## config.mk

```make
export PLATFORM = sky130hd
export DESIGN_NAME = tps_stop_regs
export DESIGN_NICKNAME = d
export VERILOG_FILES = /design/src/common/tps_pkg.sv /design/src/rtl/tps_stop_regs.sv /design/src/rtl/tps_limit_cmp.sv
export SDC_FILE = /design/constraint.sdc
export NUM_CORES = 1
export LEC_CHECK = 0
export BUFFER_PORTS_ARGS = -buffer_cell sky130_fd_sc_hd__clkbuf_2
export CORE_ASPECT_RATIO = 0.75
export CORE_UTILIZATION = 55
export DETAILED_ROUTE_END_ITERATION = 8
export HOLD_SLACK_MARGIN = 0.06
export PLACE_DENSITY = 0.79
export SLEW_MARGIN = 20
export SYNTH_ARGS = -nofsm -noshare
export SYNTH_HDL_FRONTEND = slang
export SYNTH_SLANG_ARGS = --single-unit
```

## constraint.sdc

```tcl
create_clock -name ref_clk_in -period 6.3 [get_ports ref_clk_in]
set_input_delay 0.945 -clock ref_clk_in [delete_from_list [all_inputs] [get_ports ref_clk_in]]
set_output_delay 0.945 -clock ref_clk_in [all_outputs]
set_load 0.02 [all_outputs]
```

## src/common/tps_pkg.sv

```systemverilog
// Package with register map, field layout and reset values of the stop-reason block
package tps_pkg;

	// Register offsets on the serial register port
	localparam logic [15:0] ADDR_OVP_THR = 16'h00dd;
	localparam logic [15:0] ADDR_OCP_THR = 16'h00de;
	localparam logic [15:0] ADDR_OTP_THR = 16'h00df;
	localparam logic [15:0] ADDR_STOP_REASON_0 = 16'h00f0;
	localparam logic [15:0] ADDR_STOP_REASON_1 = 16'h00f1;
	localparam logic [15:0] ADDR_STOP_REASON_2 = 16'h00f2;

	// Reset values of thresholds, flag bytes and read data
	localparam logic [7:0] RST_OVP_THR = 8'h28;
	localparam logic [7:0] RST_OCP_THR = 8'h0f;
	localparam logic [7:0] RST_OTP_THR = 8'h50;
	localparam logic [7:0] RST_STOP_REASON = 8'h00;
	localparam logic [7:0] UNMAPPED_READ = 8'h00;

	// Threshold scaling: millivolts and milliamps per count
	localparam logic [8:0] OVP_MV_PER_COUNT = 9'h1f4;
	localparam logic [8:0] OCP_MA_PER_COUNT = 9'h064;
	localparam logic [7:0] OCP_DISABLED = 8'h00;

	// Breach vector positions
	localparam int BR_OVP = 0;
	localparam int BR_OCP = 1;
	localparam int BR_OTP = 2;

	// First stop-reason byte
	localparam int SR0_OVP = 0;
	localparam int SR0_OCP = 1;
	localparam int SR0_OTP = 2;
	localparam int SR0_RX_POWER_TO = 7;

	// Second stop-reason byte
	localparam int SR1_RX_RESTART = 0;
	localparam int SR1_INTERNAL_FAULT = 1;
	localparam int SR1_STRENGTH_TO = 2;
	localparam int SR1_STRENGTH_ERR = 3;
	localparam int SR1_IDENT_ERR = 4;
	localparam int SR1_CONFIG_ERR = 5;
	localparam int SR1_OPT_COUNT = 6;
	localparam int SR1_HOLDOFF_ERR = 7;

	// Third stop-reason byte, software writable bits
	localparam int SR2_EXT_IDENT_ERR = 0;
	localparam int SR2_NEG_FAIL = 1;
	localparam int SR2_NEG_TO = 2;
	localparam logic [7:0] SR2_WRITE_MASK = 8'h07;

	// Protocol events reported by the packet engine, one-cycle pulses
	typedef struct packed {
		logic rx_power_packet_timeout_flag;
		logic rx_restart;
		logic internal_fault_flag;
		logic strength_packet_timeout_flag;
		logic strength_packet_error;
		logic ident_packet_error_flag;
		logic config_packet_error;
		logic optional_count_mismatch_flag;
		logic holdoff_packet_error_flag;
		logic ext_ident_error_flag;
		logic negotiation_fail_flag;
		logic negotiation_timeout_flag;
	} tps_evt_t;

	// Measurements from the converter, same clock domain
	typedef struct packed {
		logic [15:0] voltage_mv;
		logic [15:0] current_ma;
		logic [7:0] temp_c;
	} tps_meas_t;

endpackage

```

## src/rtl/tps_stop_regs.sv

```systemverilog
// Stop-reason flags and protection thresholds of the transmitter mode
`timescale 1ns/100ps
// Operation
// - Over-voltage stop sets bit 0 of the first stop-reason byte.
// - Over-current stop sets bit 1 of the first stop-reason byte.
// - Over-temperature stop sets bit 2 of the first stop-reason byte.
// - Missing received-power packet sets read-only bit 7 of the first byte.
// - Signal, identification or configuration packet at wrong time sets second byte bit 0.
// - Internal fault sets second byte bit 1; signal-strength timeout sets bit 2.
// - Bad signal-strength packet sets second byte bit 3.
// - Bad identification packet sets second byte bit 4.
// - Bad configuration packet sets second byte bit 5.
// - Optional packet count mismatch sets second byte bit 6.
// - Bad power-control hold-off packet sets second byte bit 7.
// - Bad extended identification packet sets writable third byte bit 0.
// - Failed negotiation sets third byte bit 1; negotiation timeout sets bit 2.
// - Writable 8-bit over-voltage threshold at 0x00DD, 500 mV per count.
// - Writable over-current threshold at 0x00DE, 100 mA per count.
// - Over-current threshold zero disables protection; one is the smallest level.
// - Writable temperature limit at 0x00DF in degrees; trips above it.
module tps_stop_regs (
	// Clock and reset
	input wire logic ref_clk_in,
	input wire logic rst_in,
	// Register port
	input wire logic [15:0] reg_addr_in,
	input wire logic reg_wr_in,
	input wire logic reg_rd_in,
	input wire logic [7:0] reg_wdata_in,
	output logic [7:0] reg_rdata_out,
	// Transfer state and protocol events
	input wire logic transfer_active_in,
	input wire logic transfer_start_in,
	input tps_pkg::tps_evt_t evt_in,
	input tps_pkg::tps_meas_t meas_in,
	// Stop request
	output logic power_transfer_end_out
);

	logic [7:0] tx_overvoltage_threshold;
	logic [7:0] tx_overcurrent_threshold;
	logic [7:0] tx_overtemp_threshold;
	logic [7:0] stop_reason_0;
	logic [7:0] stop_reason_1;
	logic [7:0] stop_reason_2;
	logic [2:0] breach;
	logic [7:0] set_0;
	logic [7:0] set_1;
	logic [7:0] set_2;
	logic ended;
	logic any_set;

	// Register write decode, shared by every writable register
	function automatic logic wr_hit(input logic wr, input logic [15:0] addr, input logic [15:0] target);
		wr_hit = wr && (addr == target);
	endfunction

	tps_limit_cmp u_limit_cmp (
		.ref_clk_in(ref_clk_in),
		.rst_in(rst_in),
		.meas_in(meas_in),
		.ovp_thr_in(tx_overvoltage_threshold),
		.ocp_thr_in(tx_overcurrent_threshold),
		.otp_thr_in(tx_overtemp_threshold),
		.breach_out(breach)
	);

	// Threshold registers
	always_ff @(posedge ref_clk_in) begin
		if (rst_in) begin
			tx_overvoltage_threshold <= tps_pkg::RST_OVP_THR;
			tx_overcurrent_threshold <= tps_pkg::RST_OCP_THR;
			tx_overtemp_threshold <= tps_pkg::RST_OTP_THR;
		end else begin
			if (wr_hit(reg_wr_in, reg_addr_in, tps_pkg::ADDR_OVP_THR)) begin
				tx_overvoltage_threshold <= reg_wdata_in;
			end
			if (wr_hit(reg_wr_in, reg_addr_in, tps_pkg::ADDR_OCP_THR)) begin
				tx_overcurrent_threshold <= reg_wdata_in;
			end
			if (wr_hit(reg_wr_in, reg_addr_in, tps_pkg::ADDR_OTP_THR)) begin
				tx_overtemp_threshold <= reg_wdata_in;
			end
		end
	end

	// Causes are only recorded while power is flowing, so idle noise cannot fake a reason
	always_comb begin
		set_0 = 8'h00;
		set_1 = 8'h00;
		set_2 = 8'h00;
		if (transfer_active_in) begin
			set_0[tps_pkg::SR0_OVP] = breach[tps_pkg::BR_OVP];
			set_0[tps_pkg::SR0_OCP] = breach[tps_pkg::BR_OCP];
			set_0[tps_pkg::SR0_OTP] = breach[tps_pkg::BR_OTP];
			set_0[tps_pkg::SR0_RX_POWER_TO] = evt_in.rx_power_packet_timeout_flag;
			set_1[tps_pkg::SR1_RX_RESTART] = evt_in.rx_restart;
			set_1[tps_pkg::SR1_INTERNAL_FAULT] = evt_in.internal_fault_flag;
			set_1[tps_pkg::SR1_STRENGTH_TO] = evt_in.strength_packet_timeout_flag;
			set_1[tps_pkg::SR1_STRENGTH_ERR] = evt_in.strength_packet_error;
			set_1[tps_pkg::SR1_IDENT_ERR] = evt_in.ident_packet_error_flag;
			set_1[tps_pkg::SR1_CONFIG_ERR] = evt_in.config_packet_error;
			set_1[tps_pkg::SR1_OPT_COUNT] = evt_in.optional_count_mismatch_flag;
			set_1[tps_pkg::SR1_HOLDOFF_ERR] = evt_in.holdoff_packet_error_flag;
			set_2[tps_pkg::SR2_EXT_IDENT_ERR] = evt_in.ext_ident_error_flag;
			set_2[tps_pkg::SR2_NEG_FAIL] = evt_in.negotiation_fail_flag;
			set_2[tps_pkg::SR2_NEG_TO] = evt_in.negotiation_timeout_flag;
		end
	end

	assign any_set = |{set_0, set_1, set_2};

	// Read-only flags: cleared by a new transfer, a same-cycle event still wins
	always_ff @(posedge ref_clk_in) begin
		if (rst_in) begin
			stop_reason_0 <= tps_pkg::RST_STOP_REASON;
			stop_reason_1 <= tps_pkg::RST_STOP_REASON;
		end else begin
			stop_reason_0 <= (transfer_start_in ? tps_pkg::RST_STOP_REASON : stop_reason_0) | set_0;
			stop_reason_1 <= (transfer_start_in ? tps_pkg::RST_STOP_REASON : stop_reason_1) | set_1;
		end
	end

	// Writable flag byte: software may clear or set bits 2:0, hardware set still wins
	always_ff @(posedge ref_clk_in) begin
		if (rst_in) begin
			stop_reason_2 <= tps_pkg::RST_STOP_REASON;
		end else if (wr_hit(reg_wr_in, reg_addr_in, tps_pkg::ADDR_STOP_REASON_2)) begin
			stop_reason_2 <= (reg_wdata_in & tps_pkg::SR2_WRITE_MASK) | set_2;
		end else begin
			stop_reason_2 <= (transfer_start_in ? tps_pkg::RST_STOP_REASON : stop_reason_2) | set_2;
		end
	end

	// One end request per transfer: later causes are still logged but not re-requested
	always_ff @(posedge ref_clk_in) begin
		if (rst_in) begin
			ended <= 1'b0;
			power_transfer_end_out <= 1'b0;
		end else begin
			power_transfer_end_out <= any_set && !ended && !transfer_start_in;
			if (transfer_start_in) begin
				ended <= 1'b0;
			end else if (any_set) begin
				ended <= 1'b1;
			end
		end
	end

	// Read data is registered; unmapped addresses read as zero
	always_ff @(posedge ref_clk_in) begin
		if (rst_in) begin
			reg_rdata_out <= tps_pkg::UNMAPPED_READ;
		end else if (reg_rd_in) begin
			unique case (reg_addr_in)
				tps_pkg::ADDR_OVP_THR: reg_rdata_out <= tx_overvoltage_threshold;
				tps_pkg::ADDR_OCP_THR: reg_rdata_out <= tx_overcurrent_threshold;
				tps_pkg::ADDR_OTP_THR: reg_rdata_out <= tx_overtemp_threshold;
				tps_pkg::ADDR_STOP_REASON_0: reg_rdata_out <= stop_reason_0;
				tps_pkg::ADDR_STOP_REASON_1: reg_rdata_out <= stop_reason_1;
				tps_pkg::ADDR_STOP_REASON_2: reg_rdata_out <= stop_reason_2;
				default: reg_rdata_out <= tps_pkg::UNMAPPED_READ;
			endcase
		end
	end
endmodule // tps_stop_regs

```

## src/rtl/tps_limit_cmp.sv

```systemverilog
// Threshold comparator for voltage, current and die temperature
`timescale 1ns/100ps
module tps_limit_cmp (
	// Clock and reset
	input wire logic ref_clk_in,
	input wire logic rst_in,
	// Measurements and thresholds
	input tps_pkg::tps_meas_t meas_in,
	input wire logic [7:0] ovp_thr_in,
	input wire logic [7:0] ocp_thr_in,
	input wire logic [7:0] otp_thr_in,
	// Registered breach vector
	output logic [2:0] breach_out
);

	// Threshold count times unit size; 255 counts still fit in 17 bits
	function automatic logic [16:0] scale(input logic [7:0] thr, input logic [8:0] unit);
		scale = 17'(thr) * 17'(unit); // Widen before the product so the top bits are kept
	endfunction

	// Compare every cycle; a registered result keeps the wide compare off the flag path
	always_ff @(posedge ref_clk_in) begin
		if (rst_in) begin
			breach_out <= 3'h0;
		end else begin
			breach_out[tps_pkg::BR_OVP] <= {1'b0, meas_in.voltage_mv} >
				scale(ovp_thr_in, tps_pkg::OVP_MV_PER_COUNT);
			breach_out[tps_pkg::BR_OCP] <= (ocp_thr_in != tps_pkg::OCP_DISABLED) &&
				({1'b0, meas_in.current_ma} > scale(ocp_thr_in, tps_pkg::OCP_MA_PER_COUNT));
			breach_out[tps_pkg::BR_OTP] <= meas_in.temp_c > otp_thr_in;
		end
	end
endmodule // tps_limit_cmp

```

==> impl_results.md <==
- R2R depth: 20
- X dimension of the die: 114 um
- Clock buffer count from CTS: 5
- CP cell instances: fa_1, xor2_1, ha_1, fa_1, inv_1, fa_1, inv_1, ha_1, o21ai_0, o21ai_1, a31oi_1, o21bai_1, a21oi_1, xor2_1, ha_1, a21o_1, a21oi_1, nand3b_1, a21oi_1, nor4_1
- Met3 track demand over resource: 3.22%
- Die height: 86.2 um
- Max-Cap Viols: 0
- CTS root buffer: sky130_fd_sc_hd__clkbuf_16
- Pin count of the biggest net entering global routing: 50
- Register clock-pin slew on the reported worst setup and hold paths: 0.08 ns
- Final instance count without filler cells: 813
- Arrival time of the worst setup path: 5.25 ns
- N_diodes: 0
- Utilization after layout: 64.7%
- Average cell area after synthesis: 8.65 um2
- Resized cells post-CTS: 0
- Beginning of the critical path: tx_overvoltage_threshold[2]$_SDFFE_PP0P_
- Fraction of final layout cells sized beyond drive strength 1: 16.5%
- Cell count after synthesis: 601
- Status: complete, no violations
- VDD IR-drop max: 0.113 mV
- Synth async-reset ratio: 0%
- Fill count: 772
- Setup tns final: 0 ns
- Total power after layout: 0.720 mW
- Number of global-route vias before repair: 4,448
- Total Wirelength: 12.3 mm
- Required time worst endpoint: 6.44 ns
- Wire length of the first global-routing pass: 20.4 mm
- Effective utilization at floorplan: 57.0%
- Post-detail-place hpwl: 10.2 mm
- Remaining design rule violation count: 0
- Remaining antenna violation count: 0
- Leading cell types by count after synthesis: sky130_fd_sc_hd__ha_1 (106), sky130_fd_sc_hd__inv_1 (79), sky130_fd_sc_hd__nor2_1 (54), sky130_fd_sc_hd__dfxtp_1 (52), sky130_fd_sc_hd__nand2_1 (41)
- Antenna violations before repair: 0
- Count leader, synth: sky130_fd_sc_hd__ha_1
- Clk_lat worst skew: 0.29 ns
- Worst Clk Skew: 0.00856 ns
- Post-CTS Hold Fix Bufs: 0
- Setup crit end kind: flip-flop
- Slowest cell on crit path: sky130_fd_sc_hd__dfxtp_1
- Via density per instance: 5.67
- Wire length per cell: 15.2 um
- Capturing instance or port of the critical path: u_limit_cmp.breach_out[0]$_SDFF_PP0_
- Port bufs: 90
- Overall via count from detail_route: 4,608
- Portion of the post-synthesis area used by sequential elements: 20.0%
- Synth-to-layout area growth: 13.5%
- Final period util: 81.1%
- Number of clock sinks seen by CTS: 52
- Startpoint of the lowest-slack register-to-register path: tx_overvoltage_threshold[2]$_SDFFE_PP0P_
- Critical path class: reg -> reg
- Setup WS post-layout: 1.19 ns
- First-pass iteration count of the detailed router: 5
- Hold Slack: 0.431 ns
- Capture point of the worst reg-to-reg path: u_limit_cmp.breach_out[0]$_SDFF_PP0_
- Multi-input combinational cell area: 3800 um2
- Post-Synthesis Cell Area: 5200 um2
- Core ar.: 9120 um2
- Clock tree from TritonCTS: yes
- Post-synthesis register bit count: 52
- Static leakage: 3.03 nW
- Number of synthesized flops with an enable pin: 0
- Yosys top cell area share: 25.5%
- Headroom to the max-slew limit: 31.2%
- Maximum clock rate: 196 MHz
- RSZ-0062 raised after global routing: no
- Prevailing post-synth register cell: sky130_fd_sc_hd__dfxtp_1
- Setup-violating endpoint count in the final report: 0
- Critical path fanouts, max: 8
- Placement-stage worst setup slack: 1.21 ns
- Count of warnings emitted by yosys: 0
- Number of levels the H-tree was split into: 2
- Number of distinct library cells after synthesis: 59
- Layout Nets: 896
- I/O Pins: 91
- Leading cell types by total area after synthesis: sky130_fd_sc_hd__ha_1 (26%), sky130_fd_sc_hd__dfxtp_1 (20%), sky130_fd_sc_hd__fa_1 (9.2%)
- Setup repair bufs after CTS: 0
- Crit path largest cell delay: 0.54 ns
- Sequential cell area: 1040 um2
- Most crowded layer after global routing: met2
- Worst min path class: reg -> reg
- Final period demand of the worst path: 5.11 ns
- Number of standard-cell rows in the floorplan: 30
- Placed Area: 5750 um2
- Met2 usage in global routing: 43.5%
- Critical Path Start Type: flip-flop
- Nets in the synthesized netlist: 813
- Number of DRC violations after detailed-routing iteration 0: 320
- Slew Viols, Final: 0
- Power density normalized to cell area: 122 nW/um2
- Total die area: 9850 um2
- Post-Layout Inst Area: 5900 um2
- GRT Residual Overflow: 0
- Synth area leader: sky130_fd_sc_hd__ha_1
- Number of buffers on the longest clock path: 2
- Placed cell count: 805
- Reg2reg setup slack: 1.19 ns
- GR met1 Demand/Resource: 35.4%
- Weighted congestion reported at the end of routability-driven placement: 0.816
- Hold Fails Final Rpt: 0
- Total Routing Usage GR: 25.7%
- Pin slew with the least headroom to its limit: 1.03 ns
cells by family (layout without fill, tap and decap cells):
logic type,after synthesis,count (layout),synth area share [%]
buffers and inverters,94,178,6.95
multiplexers,12,12,2.33
AND/OR/NAND/NOR,166,166,16.7
XOR/XNOR,19,19,3.20
AO/OA/AOI/OAI,128,128,16.0
adder cells (fa/ha/maj),130,130,34.7
flip-flops,52,52,20.0
worst max-delay path, delay by kind of cell (launching register included):
family | cells | cell delay (ns)
flip-flops | 1 | 0.54
buffers and inverters | 2 | 0.10
adder cells (fa/ha/maj) | 6 | 2.44
AO/OA/AOI/OAI | 8 | 1.36
XOR/XNOR | 2 | 0.34
AND/OR/NAND/NOR | 2 | 0.16
placed cells by master, fill, tap and decap left out, types with 3 or more instances in the layout:
| cell | count |
|---|---|
| sky130_fd_sc_hd__nand2_1 | 41 |
| sky130_fd_sc_hd__a211o_1 | 8 |
| sky130_fd_sc_hd__a22oi_1 | 21 |
| sky130_fd_sc_hd__o21ai_1 | 3 |
| sky130_fd_sc_hd__nor3_1 | 8 |
| sky130_fd_sc_hd__a221oi_1 | 3 |
| sky130_fd_sc_hd__nand4_1 | 7 |
| sky130_fd_sc_hd__a21o_1 | 9 |
| sky130_fd_sc_hd__o21ai_0 | 23 |
| sky130_fd_sc_hd__nor2b_1 | 7 |
| sky130_fd_sc_hd__nor3b_1 | 3 |
| sky130_fd_sc_hd__nor2_1 | 54 |
| sky130_fd_sc_hd__nand3_1 | 14 |
| sky130_fd_sc_hd__nor4_1 | 7 |
| sky130_fd_sc_hd__a21oi_1 | 39 |
| sky130_fd_sc_hd__nand2b_1 | 5 |
| sky130_fd_sc_hd__mux2i_1 | 11 |
| sky130_fd_sc_hd__dfxtp_1 | 52 |
| sky130_fd_sc_hd__fa_1 | 24 |
| sky130_fd_sc_hd__clkbuf_16 | 5 |
| sky130_fd_sc_hd__ha_1 | 106 |
| sky130_fd_sc_hd__clkbuf_2 | 90 |
| sky130_fd_sc_hd__and3_1 | 3 |
| sky130_fd_sc_hd__xnor2_1 | 5 |
| sky130_fd_sc_hd__inv_1 | 79 |
| sky130_fd_sc_hd__xor2_1 | 14 |
| sky130_fd_sc_hd__a211oi_1 | 5 |
power breakdown:
group | total, mW | switching, mW | internal [mW]
Sequential | 0.342 | 0.00550 | 0.337
Clock | 0.280 | 0.129 | 0.151
Combinational | 0.0976 | 0.0547 | 0.0429
per-layer routing:
| layer | part of all wire, % | routed length, um | up-vias |
|---|---|---|---|
| li1 | - | - | 2270 |
| met1 | 46 | 5660 | 2178 |
| met2 | 47 | 5750 | 145 |
| met3 | 6.2 | 765 | 15 |
| met4 | 1.3 | 155 | 0 |
| met5 | 0 | 0 | - |
final cells by class:
cell class	count	area share [%]
multi-input combinational	455	64.3
tap	128	2.71
timing repair buffer	90	7.63
sequential	52	17.6
inverter	80	5.09
clock buffer	5	2.12
clock inverter	3	0.466
worst min path at each step:
stage / start / endpoint / cells after the start / slack [ns]
after floorplan: ended$_SDFFE_PP0N_ / power_transfer_end_out$_SDFF_PP0_ / 1 / 0.40
after global placement: ended$_SDFFE_PP0N_ / power_transfer_end_out$_SDFF_PP0_ / 1 / 0.40
after detailed placement: ended$_SDFFE_PP0N_ / power_transfer_end_out$_SDFF_PP0_ / 1 / 0.42
after CTS: ended$_SDFFE_PP0N_ / power_transfer_end_out$_SDFF_PP0_ / 1 / 0.43
after global routing: ended$_SDFFE_PP0N_ / power_transfer_end_out$_SDFF_PP0_ / 1 / 0.46
final: ended$_SDFFE_PP0N_ / power_transfer_end_out$_SDFF_PP0_ / 1 / 0.43
flip-flops by register name (all words and copies together), names as in the netlist:
name                      count
ended                         1
power_transfer_end_out        1
u_limit_cmp.breach_out        3
stop_reason_1                 8
tx_overvoltage_threshold      8
reg_rdata_out                 8
stop_reason_0                 4
tx_overtemp_threshold         8
tx_overcurrent_threshold      8
stop_reason_2                 3
Power figures use the tool's default switching activity.
